`src/rtl/bsx_pkg.sv`:
```
/*
 * bsx_pkg: opcode fields, address constants and quarter-phase states for the
 * bit-skip / fill / rotate execution block.
 * assumes: 8-bit data core, 16-bit instruction words, 4 quarter-phases per cycle.
 */
package bsx_pkg;

    // ------------------------------------------------------------------
    // opcode fields
    // ------------------------------------------------------------------
    localparam logic [3:0] SKIP_IF_BIT_SET_NIB = 4'hA;
    localparam logic [3:0] SKIP_IF_BIT_CLEAR_NIB = 4'hB;
    localparam logic [7:0] FILL_ONES_TOP = 8'h68;
    localparam logic [5:0] ROTATE_RIGHT_NOCARRY_TOP = 6'h10;
    localparam int OPC_NIB_POS = 12;
    localparam int BIT_IDX_POS = 9;
    localparam int ACC_SEL_POS = 8;
    localparam int DEST_POS = 9;

    // ------------------------------------------------------------------
    // data and addressing constants
    // ------------------------------------------------------------------
    localparam logic [7:0] FILL_VALUE = 8'hFF;
    localparam logic [7:0] INDEXED_LIMIT = 8'h5F;
    localparam logic [7:0] ACCESS_SPLIT = 8'h60;
    localparam logic [3:0] ACCESS_HIGH_BANK = 4'hF;
    localparam logic [3:0] BANK_RESET = 4'h0;
    localparam logic [1:0] SKIP_IDLE_ONE = 2'h1;
    localparam logic [1:0] SKIP_IDLE_TWO = 2'h2;

    typedef enum logic [1:0] {
        BSX_Q1,
        BSX_Q2,
        BSX_Q3,
        BSX_Q4
    } bsx_phase_type;

    typedef enum logic [2:0] {
        BSX_OP_OTHER,
        BSX_OP_SKIP_SET,
        BSX_OP_SKIP_CLR,
        BSX_OP_FILL,
        BSX_OP_ROR
    } bsx_op_type;

endpackage : bsx_pkg

```
`src/rtl/bsx_addr_gen.sv`:
```
/*
 * bsx_addr_gen: turns the access selector and 8-bit file field into a 12-bit
 * data-memory address.
 * assumes: index base comes from the core's indirect pointer register.
 */
`timescale 1ns/1ps
module bsx_addr_gen (
    // operand
    input wire logic acc_sel_i,
    input wire logic [7:0] file_i,
    // mode and bank
    input wire logic ext_set_en_i,
    input wire logic [3:0] bank_selection_reg_i,
    input wire logic [11:0] index_base_i,
    // result
    output logic [11:0] addr_o,
    output logic indexed_o
);
    always_comb begin
        indexed_o = 1'b0;
        if (acc_sel_i) begin
            addr_o = {bank_selection_reg_i, file_i};
        end else if (ext_set_en_i && file_i <= bsx_pkg::INDEXED_LIMIT) begin
            addr_o = index_base_i + {4'h0, file_i};
            indexed_o = 1'b1;
        end else if (file_i < bsx_pkg::ACCESS_SPLIT) begin
            addr_o = {bsx_pkg::BANK_RESET, file_i};
        end else begin
            addr_o = {bsx_pkg::ACCESS_HIGH_BANK, file_i};
        end
    end
endmodule : bsx_addr_gen

```
`src/rtl/bsx_exec.sv`:
```
/*
 * bsx_exec: executes bit-test skips, fill-with-ones and rotate-right without
 * carry across the four quarter-phases of an instruction cycle.
 * assumes: the fetch unit presents instr_i and next_two_word_i stable from Q1
 * to Q4; file reads return rd_data_i combinationally.
 */
`timescale 1ns/1ps
// Behaviour
// - taken skip adds one idle cycle, two if next is 2-word
// - fill writes FFh to the file register, flags untouched
// - access bit 0 selects the fixed access bank
// - access bit 1 joins bank select register with file field
// - access 0 with extended set and file <= 5Fh uses indexed offset
module bsx_exec (
    // clock and reset
    input wire logic clk_i,
    input wire logic nrst_i,
    // instruction
    input wire logic [15:0] instr_i,
    input wire logic next_two_word_i,
    // core state
    input wire logic ext_set_en_i,
    input wire logic [3:0] bank_selection_reg_i,
    input wire logic [11:0] index_base_i,
    // data memory
    output logic [11:0] addr_o,
    input wire logic [7:0] rd_data_i,
    output logic rd_en_o,
    output logic wr_en_o,
    output logic [7:0] wr_data_o,
    // working register and flags
    output logic w_wr_en_o,
    output logic [7:0] w_data_o,
    output logic flag_wr_en_o,
    output logic flag_neg_o,
    output logic flag_zero_o,
    // sequencing
    output logic instr_done_o,
    output logic idle_cycle_op_o,
    output logic [1:0] phase_o
);
    function automatic bsx_pkg::bsx_op_type decode_op(input logic [15:0] ins);
        bsx_pkg::bsx_op_type op;
        op = bsx_pkg::BSX_OP_OTHER;
        if (ins[15:12] == bsx_pkg::SKIP_IF_BIT_SET_NIB) op = bsx_pkg::BSX_OP_SKIP_SET;
        else if (ins[15:12] == bsx_pkg::SKIP_IF_BIT_CLEAR_NIB) op = bsx_pkg::BSX_OP_SKIP_CLR;
        // low bit of the top byte is the access selector, so it is masked off
        else if ({ins[15:9], 1'b0} == bsx_pkg::FILL_ONES_TOP) op = bsx_pkg::BSX_OP_FILL;
        else if (ins[15:10] == bsx_pkg::ROTATE_RIGHT_NOCARRY_TOP) op = bsx_pkg::BSX_OP_ROR;
        return op;
    endfunction : decode_op

    // ------------------------------------------------------------------
    // decode and address
    // ------------------------------------------------------------------
    bsx_pkg::bsx_op_type op;
    logic [2:0] bit_idx;
    logic acc_sel;
    logic [11:0] addr;
    logic skip_op;
    logic bit_val;
    logic take_skip;
    logic [7:0] ror_val;

    always_comb begin
        op = decode_op(instr_i);
        bit_idx = instr_i[bsx_pkg::BIT_IDX_POS +: 3];
        acc_sel = instr_i[bsx_pkg::ACC_SEL_POS];
        skip_op = (op == bsx_pkg::BSX_OP_SKIP_SET) || (op == bsx_pkg::BSX_OP_SKIP_CLR);
        bit_val = rd_data_i[bit_idx];
        take_skip = skip_op && ((op == bsx_pkg::BSX_OP_SKIP_SET) == bit_val);
        ror_val = {rd_data_i[0], rd_data_i[7:1]};
    end

    bsx_addr_gen u_addr (
        .acc_sel_i(acc_sel),
        .file_i(instr_i[7:0]),
        .ext_set_en_i(ext_set_en_i),
        .bank_selection_reg_i(bank_selection_reg_i),
        .index_base_i(index_base_i),
        .addr_o(addr),
        .indexed_o()
    );

    // ------------------------------------------------------------------
    // quarter-phase sequencer
    // ------------------------------------------------------------------
    bsx_pkg::bsx_phase_type phase;
    bsx_pkg::bsx_phase_type next_phase;
    logic [1:0] idle_left;
    logic [1:0] next_idle_left;
    logic [7:0] latch;
    logic [7:0] next_latch;
    logic skip_hit;
    logic next_skip_hit;

    always_comb begin
        next_latch = latch;
        next_skip_hit = skip_hit;
        next_idle_left = idle_left;
        case (phase)
            bsx_pkg::BSX_Q1: next_phase = bsx_pkg::BSX_Q2;
            bsx_pkg::BSX_Q2: next_phase = bsx_pkg::BSX_Q3;
            bsx_pkg::BSX_Q3: next_phase = bsx_pkg::BSX_Q4;
            bsx_pkg::BSX_Q4: next_phase = bsx_pkg::BSX_Q1;
            default: next_phase = bsx_pkg::BSX_Q1;
        endcase
        if (idle_left == 2'h0) begin
            if (phase == bsx_pkg::BSX_Q2) begin
                next_latch = (op == bsx_pkg::BSX_OP_FILL) ? bsx_pkg::FILL_VALUE : ror_val;
                next_skip_hit = take_skip;
            end
            if (phase == bsx_pkg::BSX_Q4 && skip_hit) begin
                // the following slot is flushed, cost grows with its length
                next_idle_left = next_two_word_i ? bsx_pkg::SKIP_IDLE_TWO : bsx_pkg::SKIP_IDLE_ONE;
                next_skip_hit = 1'b0;
            end
        end else if (phase == bsx_pkg::BSX_Q4) begin
            next_idle_left = idle_left - 2'h1;
        end
    end

    always_ff @(posedge clk_i) begin
        if (!nrst_i) begin
            phase <= bsx_pkg::BSX_Q1;
            idle_left <= 2'h0;
            latch <= 8'h00;
            skip_hit <= 1'b0;
        end else begin
            phase <= next_phase;
            idle_left <= next_idle_left;
            latch <= next_latch;
            skip_hit <= next_skip_hit;
        end
    end

    // ------------------------------------------------------------------
    // write-back
    // ------------------------------------------------------------------
    logic active;
    logic wb_phase;
    logic to_file;
    logic next_wr_en;
    logic next_w_wr_en;
    logic next_flag_wr_en;
    logic wr_en;
    logic w_wr_en;
    logic flag_wr_en;
    logic [7:0] wb_data;
    logic [11:0] addr_q;
    logic flag_neg;
    logic flag_zero;
    logic done;

    always_comb begin
        active = (idle_left == 2'h0);
        wb_phase = active && (phase == bsx_pkg::BSX_Q3);
        to_file = instr_i[bsx_pkg::DEST_POS];
        next_wr_en = wb_phase && ((op == bsx_pkg::BSX_OP_FILL)
            || (op == bsx_pkg::BSX_OP_ROR && to_file));
        next_w_wr_en = wb_phase && op == bsx_pkg::BSX_OP_ROR && !to_file;
        next_flag_wr_en = wb_phase && op == bsx_pkg::BSX_OP_ROR;
    end

    always_ff @(posedge clk_i) begin
        if (!nrst_i) begin
            wr_en <= 1'b0;
            w_wr_en <= 1'b0;
            flag_wr_en <= 1'b0;
            wb_data <= 8'h00;
            addr_q <= 12'h000;
            flag_neg <= 1'b0;
            flag_zero <= 1'b0;
            done <= 1'b0;
        end else begin
            wr_en <= next_wr_en;
            w_wr_en <= next_w_wr_en;
            flag_wr_en <= next_flag_wr_en;
            wb_data <= latch;
            addr_q <= addr;
            flag_neg <= next_flag_wr_en ? latch[7] : flag_neg;
            flag_zero <= next_flag_wr_en ? (latch == 8'h00) : flag_zero;
            done <= (phase == bsx_pkg::BSX_Q3);
        end
    end

    assign addr_o = addr_q;
    assign rd_en_o = active && phase == bsx_pkg::BSX_Q2;
    assign wr_en_o = wr_en;
    assign wr_data_o = wb_data;
    assign w_wr_en_o = w_wr_en;
    assign w_data_o = wb_data;
    assign flag_wr_en_o = flag_wr_en;
    assign flag_neg_o = flag_neg;
    assign flag_zero_o = flag_zero;
    assign instr_done_o = done;
    assign idle_cycle_op_o = !active;
    assign phase_o = phase;

    // ------------------------------------------------------------------
    // checks
    // ------------------------------------------------------------------
    property p_fill_value;
        @(posedge clk_i) disable iff (!nrst_i)
        (wb_phase && op == bsx_pkg::BSX_OP_FILL) |=> (wr_en && wr_data_o == 8'hFF && !flag_wr_en);
    endproperty
    a_fill_value: assert property (p_fill_value) else $error("fill did not write FFh");

    property p_skip_idle;
        @(posedge clk_i) disable iff (!nrst_i)
        (phase == bsx_pkg::BSX_Q4 && active && skip_hit && !next_two_word_i) |=> idle_cycle_op_o [*4] ##1 !idle_cycle_op_o;
    endproperty
    a_skip_idle: assert property (p_skip_idle) else $error("skip idle not one cycle");

    property p_ror_flags;
        @(posedge clk_i) disable iff (!nrst_i)
        next_flag_wr_en |=> (flag_zero_o == (wb_data == 8'h00)) && (flag_neg_o == wb_data[7]);
    endproperty
    a_ror_flags: assert property (p_ror_flags) else $error("rotate flags wrong");

    property p_no_skip_idle;
        @(posedge clk_i) disable iff (!nrst_i)
        (active && phase == bsx_pkg::BSX_Q4 && !skip_hit) |=> !idle_cycle_op_o;
    endproperty
    a_no_skip_idle: assert property (p_no_skip_idle) else $error("idle without skip");

    property p_skip_idle_two;
        @(posedge clk_i) disable iff (!nrst_i)
        (phase == bsx_pkg::BSX_Q4 && active && skip_hit && next_two_word_i)
            |=> idle_cycle_op_o [*8] ##1 !idle_cycle_op_o;
    endproperty
    a_skip_idle_two: assert property (p_skip_idle_two) else $error("skip idle not two cycles");

    property p_idle_quiet;
        @(posedge clk_i) disable iff (!nrst_i)
        idle_cycle_op_o |-> (!rd_en_o && !wr_en_o && !w_wr_en_o && !flag_wr_en_o);
    endproperty
    a_idle_quiet: assert property (p_idle_quiet) else $error("access during idle cycle");

    property p_bank_addr;
        @(posedge clk_i) disable iff (!nrst_i)
        (phase == bsx_pkg::BSX_Q1 && acc_sel) |=> (addr_o == {$past(bank_selection_reg_i), $past(instr_i[7:0])});
    endproperty
    a_bank_addr: assert property (p_bank_addr) else $error("banked address wrong");
endmodule : bsx_exec

```
`config.mk`:
```
export PLATFORM = sky130hd
export DESIGN_NAME = bsx_exec
export DESIGN_NICKNAME = d
export VERILOG_FILES = /design/src/rtl/bsx_pkg.sv /design/src/rtl/bsx_addr_gen.sv /design/src/rtl/bsx_exec.sv
export SDC_FILE = /design/constraint.sdc
export NUM_CORES = 1
export LEC_CHECK = 0
export BUFFER_PORTS_ARGS = -buffer_cell sky130_fd_sc_hd__clkbuf_2
export CAP_MARGIN = 20
export CORE_AREA = 5 5 78 80
export CTS_BUF_LIST = sky130_fd_sc_hd__clkbuf_8
export DETAILED_ROUTE_END_ITERATION = 10
export DIE_AREA = 0 0 83 85
export PLACE_DENSITY = 0.63
export SLEW_MARGIN = 40
export SYNTH_ARGS = -nofsm -noshare
export SYNTH_HDL_FRONTEND = slang
export SYNTH_SLANG_ARGS = --single-unit
```
`constraint.sdc`:
```
create_clock -name clk_i -period 2 [get_ports clk_i]
set_input_delay 0 -clock clk_i [delete_from_list [all_inputs] [get_ports clk_i]]
set_output_delay 0 -clock clk_i [all_outputs]
set_load 0.01 [all_outputs]
```
Word-level counts from Yosys, hierarchy flattened

Cells that the tools add are included.

Flip-flop bits (word level): 39
Latch bits: 0
RAM bits: 0
ROM bits: 0
Output and inout port bits: 38
Memories kept: 0

$add $sub $neg: 2
Multipliers: 0
Div/mod/pow operators: 0
Magnitude comparators: 3
Equality and inequality tests: 13
Shift operators: 0
Muxes and demuxes: 17
Bitwise operators: 0
Reductions and logical operators: 21

Operators by type and width:

| cell                                                        | count |
|---|---|
| two-way mux 12 bit                                          | 3 |
| adder 12 x 8 -> 12 bit                                      | 1 |
| two-way mux 3 bit                                           | 4 |
| logical AND 1 bit                                           | 9 |
| equality test 4 bit (second input constant)                 | 2 |
| <= comparator 8 x 7 -> 1 bit (second input constant)        | 1 |
| logical NOT 8 bit                                           | 1 |
| less-than comparator 8 x 7 -> 1 bit (second input constant) | 1 |
| two-way mux 2 bit                                           | 4 |
| two-way mux 8 bit                                           | 1 |
| one-hot mux 2 bit (4 select lines)                          | 1 |
| equality test 7 x 6 -> 1 bit (second input constant)        | 1 |
| equality test 3 x 2 -> 1 bit (second input constant)        | 2 |
| equality test 6 x 5 -> 1 bit (second input constant)        | 1 |
| AND reduction 2 bit                                         | 3 |
| equality test 2 bit (second input constant)                 | 2 |
| logical NOT 2 bit                                           | 2 |
| less-than comparator 3 x 4 -> 1 bit (second input constant) | 1 |
| nonzero test 2 bit                                          | 2 |
| binary-select mux 1 bit (select 3 bit)                      | 1 |
| equality test 3 x 1 -> 1 bit (second input constant)        | 1 |
| equality test 3 bit (second input constant)                 | 1 |
| two-way mux 1 bit                                           | 3 |
| equality test 2 x 1 -> 1 bit (second input constant)        | 1 |
| 5 further kinds                                             | 7 |

Logic depth before layout (Yosys ltp)

Depth in word-level cells: 10
Mapped depth: 8
Gate-level depth less buffers: 8

Modules after synthesis

Synthesis repeated with hierarchy kept, for this count alone.

Cells, all modules: 226
Area total of the unflattened synthesis: 2,070.7 um^2

By module, submodules not included:

| module       | times used | cells each | area an instance (um^2) | sequential area each (um^2) |
|---|---|---|---|---|
| bsx_exec     | 1          | 131        | 1,445.1                 | 780.7 |
| bsx_addr_gen | 1          | 95         | 625.6                   | 0.0 |

Least setup slack after synthesis

Ideal clock, no wire load.

Kind: register to register
Start: reg phase[0] (netlist: phase_o[0])
End: reg latch[0]
Setup time: 0.119 ns
Arrival time: 1.550 ns
Required time: 1.881 ns
Setup slack: 0.331 ns
Stages on the path, launching flop included: 6
Path buffers: 1
Period minus slack after synthesis: 1.669 ns
Path through: dfxtp_1 ha_1 and2_1 clkbuf_1 o21ai_1 o221a_2

Longest elaborated chain between the ends: 2

RTL lines:

| item                                 | RTL line        | source |
|---|---|---|
| start, declared                      | bsx_exec.sv:88  | `bsx_pkg::bsx_phase_type phase;` |
| start signal, assigned               | bsx_exec.sv:125 | `phase <= bsx_pkg::BSX_Q1;` |
| start signal, assigned               | bsx_exec.sv:130 | `phase <= next_phase;` |
| equality test 2 x 1 -> 1 bit         | bsx_exec.sv:109 | `if (phase == bsx_pkg::BSX_Q2) begin` |
| AND reduction 2 bit (no source line) | -               |  |
| end signal, assigned                 | bsx_exec.sv:132 | `latch <= next_latch;` |
| end, declared                        | bsx_exec.sv:92  | `logic [7:0] latch;` |

Every way passes these cells.
A chain may end at the register's enable or synchronous reset.

Final worst setup path

Start: in instr_i[7]
End: reg addr_q[11] (netlist: addr_o[11])

Longest elaborated chain between the ends: 4
Elaborated cells on any way between the ends: 7

RTL lines:

| item                                                                                       | RTL line                               | source |
|---|---|---|
| start, declared                                                                            | bsx_exec.sv:19                         | `input wire logic [15:0] instr_i,` |
| less-than comparator 8 x 7 -> 1 bit / <= comparator 8 x 7 -> 1 bit (equally long branches) | bsx_addr_gen.sv:26, bsx_addr_gen.sv:23 |  |
| two-way mux 12 bit / logical AND 1 bit (equally long branches)                             | bsx_addr_gen.sv:26, bsx_addr_gen.sv:23 |  |
| two-way mux 12 bit *                                                                       | bsx_addr_gen.sv:23                     | `end else if (ext_set_en_i && file_i <= bsx_pkg::INDEXED_LIMIT) begin` |
| two-way mux 12 bit *                                                                       | bsx_addr_gen.sv:21                     | `if (acc_sel_i) begin` |
| end signal, assigned                                                                       | bsx_exec.sv:180                        | `addr_q <= addr;` |
| end, declared                                                                              | bsx_exec.sv:150                        | `logic [11:0] addr_q;` |

Mark *: on every way between the ends. The rest lies on a longest branch, timed or not.

==> results.json <==
{
  "outcome": "complete, no violations",
  "ys_seq_area_share_pct": 38.7,
  "synth_nets": 270,
  "coreArea_um2": 5340,
  "postLayoutCoreUtil_pct": 50.7,
  "hp-class": "in2reg",
  "cap_violations": 0,
  "clk-insertion-delay-late_ns": 0.29,
  "tns_ns": 0,
  "relSlewSlack_pct": 62.8,
  "antenna_left": 0,
  "pwr-share-seq_pct": 45.9,
  "dieHeight_um": 85,
  "p_leak_nw": 1.29,
  "die_area_um2": 7060,
  "clock_path_buffers": 2,
  "total_power_w": 0.00204,
  "num_rows": 27,
  "synth_cells": 213,
  "syn_area_per_cell_um2": 9.48,
  "grt_overflow_total": 0,
  "grt_pass1_wl_um": 8260,
  "place.gp.congestion": 0.801,
  "synth_area_um2": 2020,
  "drc": 0,
  "worstPathArrival_ns": 2.05,
  "port-buffer-count": 81,
  "max_freq_mhz": 537,
  "worst_pin_slew_ns": 0.555,
  "postSynth.asyncResetShare_pct": 0,
  "drt_first_pass_iters": 4,
  "wl_per_cell_um": 13.6,
  "clock_tree.root_cell": "clkbuf_8",
  "yosys.area.top_type": "dfxtp_1",
  "totalWireLength_um": 5140,
  "setup_viol": 0,
  "worstSetupPathType": "in2reg",
  "vias": 1855,
  "vias_per_cell": 4.92,
  "use_met1_pct": 16.6,
  "finalClockSkew_ns": 0.00813,
  "p_switching_w": 0.000643,
  "synth.yosys.warnings": 0,
  "synth_most_common_cell": "dfxtp_1",
  "start_util_pct": 37.8,
  "hold_viol_final": 0,
  "period_share_pct": 93.1,
  "start_kind": "input pin",
  "cts_buffers": 5,
  "powerDensity_nw_per_um2": 754,
  "ys.flop_type": "dfxtp_1",
  "synthTopCellsByCount": "dfxtp_1, nand2_1, and2_1",
  "drive_gt1_share_pct": 35.7,
  "synth_area_leaders": "dfxtp_1, ha_1, and2_1",
  "first_global_vias": 1791,
  "p_sw_share_pct": 31.5,
  "fillCellCount": 528,
  "antenna_cells": 0,
  "synth-edff-count": 0,
  "antenna_found_initial": 0,
  "p_comb_share_pct": 27.8,
  "hpwlAfterDp_um": 3810,
  "initialDrtViolationCount": 75,
  "rsz0062_at_grt": "false",
  "grt_util_all_layers_pct": 14.3,
  "grt_max_degree": 27,
  "internal_power_w": 0.00140,
  "cts.sinks": 39,
  "busiest_layer": "met2",
  "ys_types": 46,
  "peakVddDrop_mv": 0.330,
  "synth_top_cell_area_share_pct": 38.7,
  "finalNetCount": 361,
  "met3_usage_pct": 4.27,
  "drv_slew": 0,
  "endpoint_kind": "register",
  "die_w_um": 83,
  "path_clk_slew_ns": 0.08,
  "htreeDepth": 2,
  "critPathMaxFanout": 6,
  "synth-seq-cells": 39,
  "worst_ep_required_time_ns": 2.19,
  "syn_to_final_growth_pct": 34.1,
  "use_met2_pct": 25.2,
  "io_pins": 82,
  "cts_tree": "built",
  "clkPwrFrac_pct": 26.3,
  "period_needed_ns": 1.86
}
## layout by cell type, fill, tap and decap left out, types with 5 or more instances in the layout
cell type	count
ha_1	11
nand3_1	5
inv_1	11
a21oi_1	9
dfxtp_1	39
clkbuf_2	81
clkbuf_8	5
and2_1	16
a21o_1	5
o221a_2	8
dlygate4sd3_1	15
o21ai_0	11
nand2_1	17
## stage by stage
stage / hold WS [ns] / setup slack [ns] / instance area (um^2) / std cells
global route: 0.0122 / 0.00831 / 2710 / 377
finish: 0.0112 / 0.138 / 2710 / 377
global placement: 0.257 / 0.241 / 2450 / 354
CTS: 0.00112 / 0.0128 / 2690 / 377
floorplan: 0.126 / 0.331 / 2020 / 213
detailed placement: 0.246 / 0.155 / 2450 / 354
## repair_timing
item                                   4_1_cts  5_1_grt
resized for setup                            0        4
setup endpoints to repair                    0        1
hold buffers                                15        0
setup buffers                                0        0
endpoints found under the hold margin       14        0
## layout make-up
type / instances / area, um^2 / share of cell area [%]
multi-input combinational: 149 / 1130 / 41.9
sequential: 39 / 781 / 28.8
timing repair buffer: 98 / 571 / 21.1
tap: 72 / 90.1 / 3.33
clock buffer: 5 / 68.8 / 2.54
inverter: 11 / 41.3 / 1.53
clock inverter: 3 / 20.0 / 0.740
## routing by layer
layer / routed length [um] / share of wire [%]
met1: 2190 / 43
met2: 2630 / 51
met3: 267 / 5.2
met4: 54 / 1.1
met5: 0 / 0
## cell families (layout without fill, tap and decap cells)
family	after synthesis	in the layout	share of synthesized area [%]
compound gates	58	58	21.0
xor+xnor	4	4	1.74
fa+ha+maj	13	13	8.43
buf+inv	25	117	6.14
flops	39	39	38.7
mux	4	4	3.22
simple gates	70	70	20.8
## state kept, by name (all words and copies together) (netlist names)
register	count
addr_o	12
flag_neg_o	1
flag_wr_en_o	1
flag_zero_o	1
idle_left	2
instr_done_o	1
latch	8
phase_o	2
skip_hit	1
w_data_o	8
w_wr_en_o	1
wr_en_o	1
## power by group through the flow
stage | Sequential, W | Clock (W) | Combinational (W)
2_1_floorplan | 0.000971 | 0 | 0.000340
3_3_place_gp | 0.000955 | 0 | 0.000536
3_5_place_dp | 0.000957 | 0 | 0.000538
4_1_cts | 0.000938 | 0.000564 | 0.000565
5_1_grt | 0.000954 | 0.000595 | 0.000631
6_report | 0.000937 | 0.000537 | 0.000566
## path summary, 6_finish.rpt
check	startpoint	to	slack (ns)	depth (start not counted)
worst max-delay path	instr_i[7]	addr_o[11]$_SDFF_PN0_	0.14	8
worst min-delay path	bank_selection_reg_i[1]	addr_o[9]$_SDFF_PN0_	0.01	4
worst max register to register	phase_o[0]$_SDFF_PN0_	latch[7]$_SDFFE_PN0P_	0.26	4
worst min register to register	flag_zero_o$_SDFFE_PN0P_	flag_zero_o$_SDFFE_PN0P_	0.48	2
## worst max-delay path, cell delays in order
cell and delay (ns):
dlygate4sd3_1 0.53, clkbuf_2 0.14, ha_4 0.30, nand3_1 0.08, a21oi_2 0.19, o21a_1 0.14
o211ai_1 0.09, dlygate4sd3_1 0.57
No activity file was read; power rests on OpenSTA's default activity.
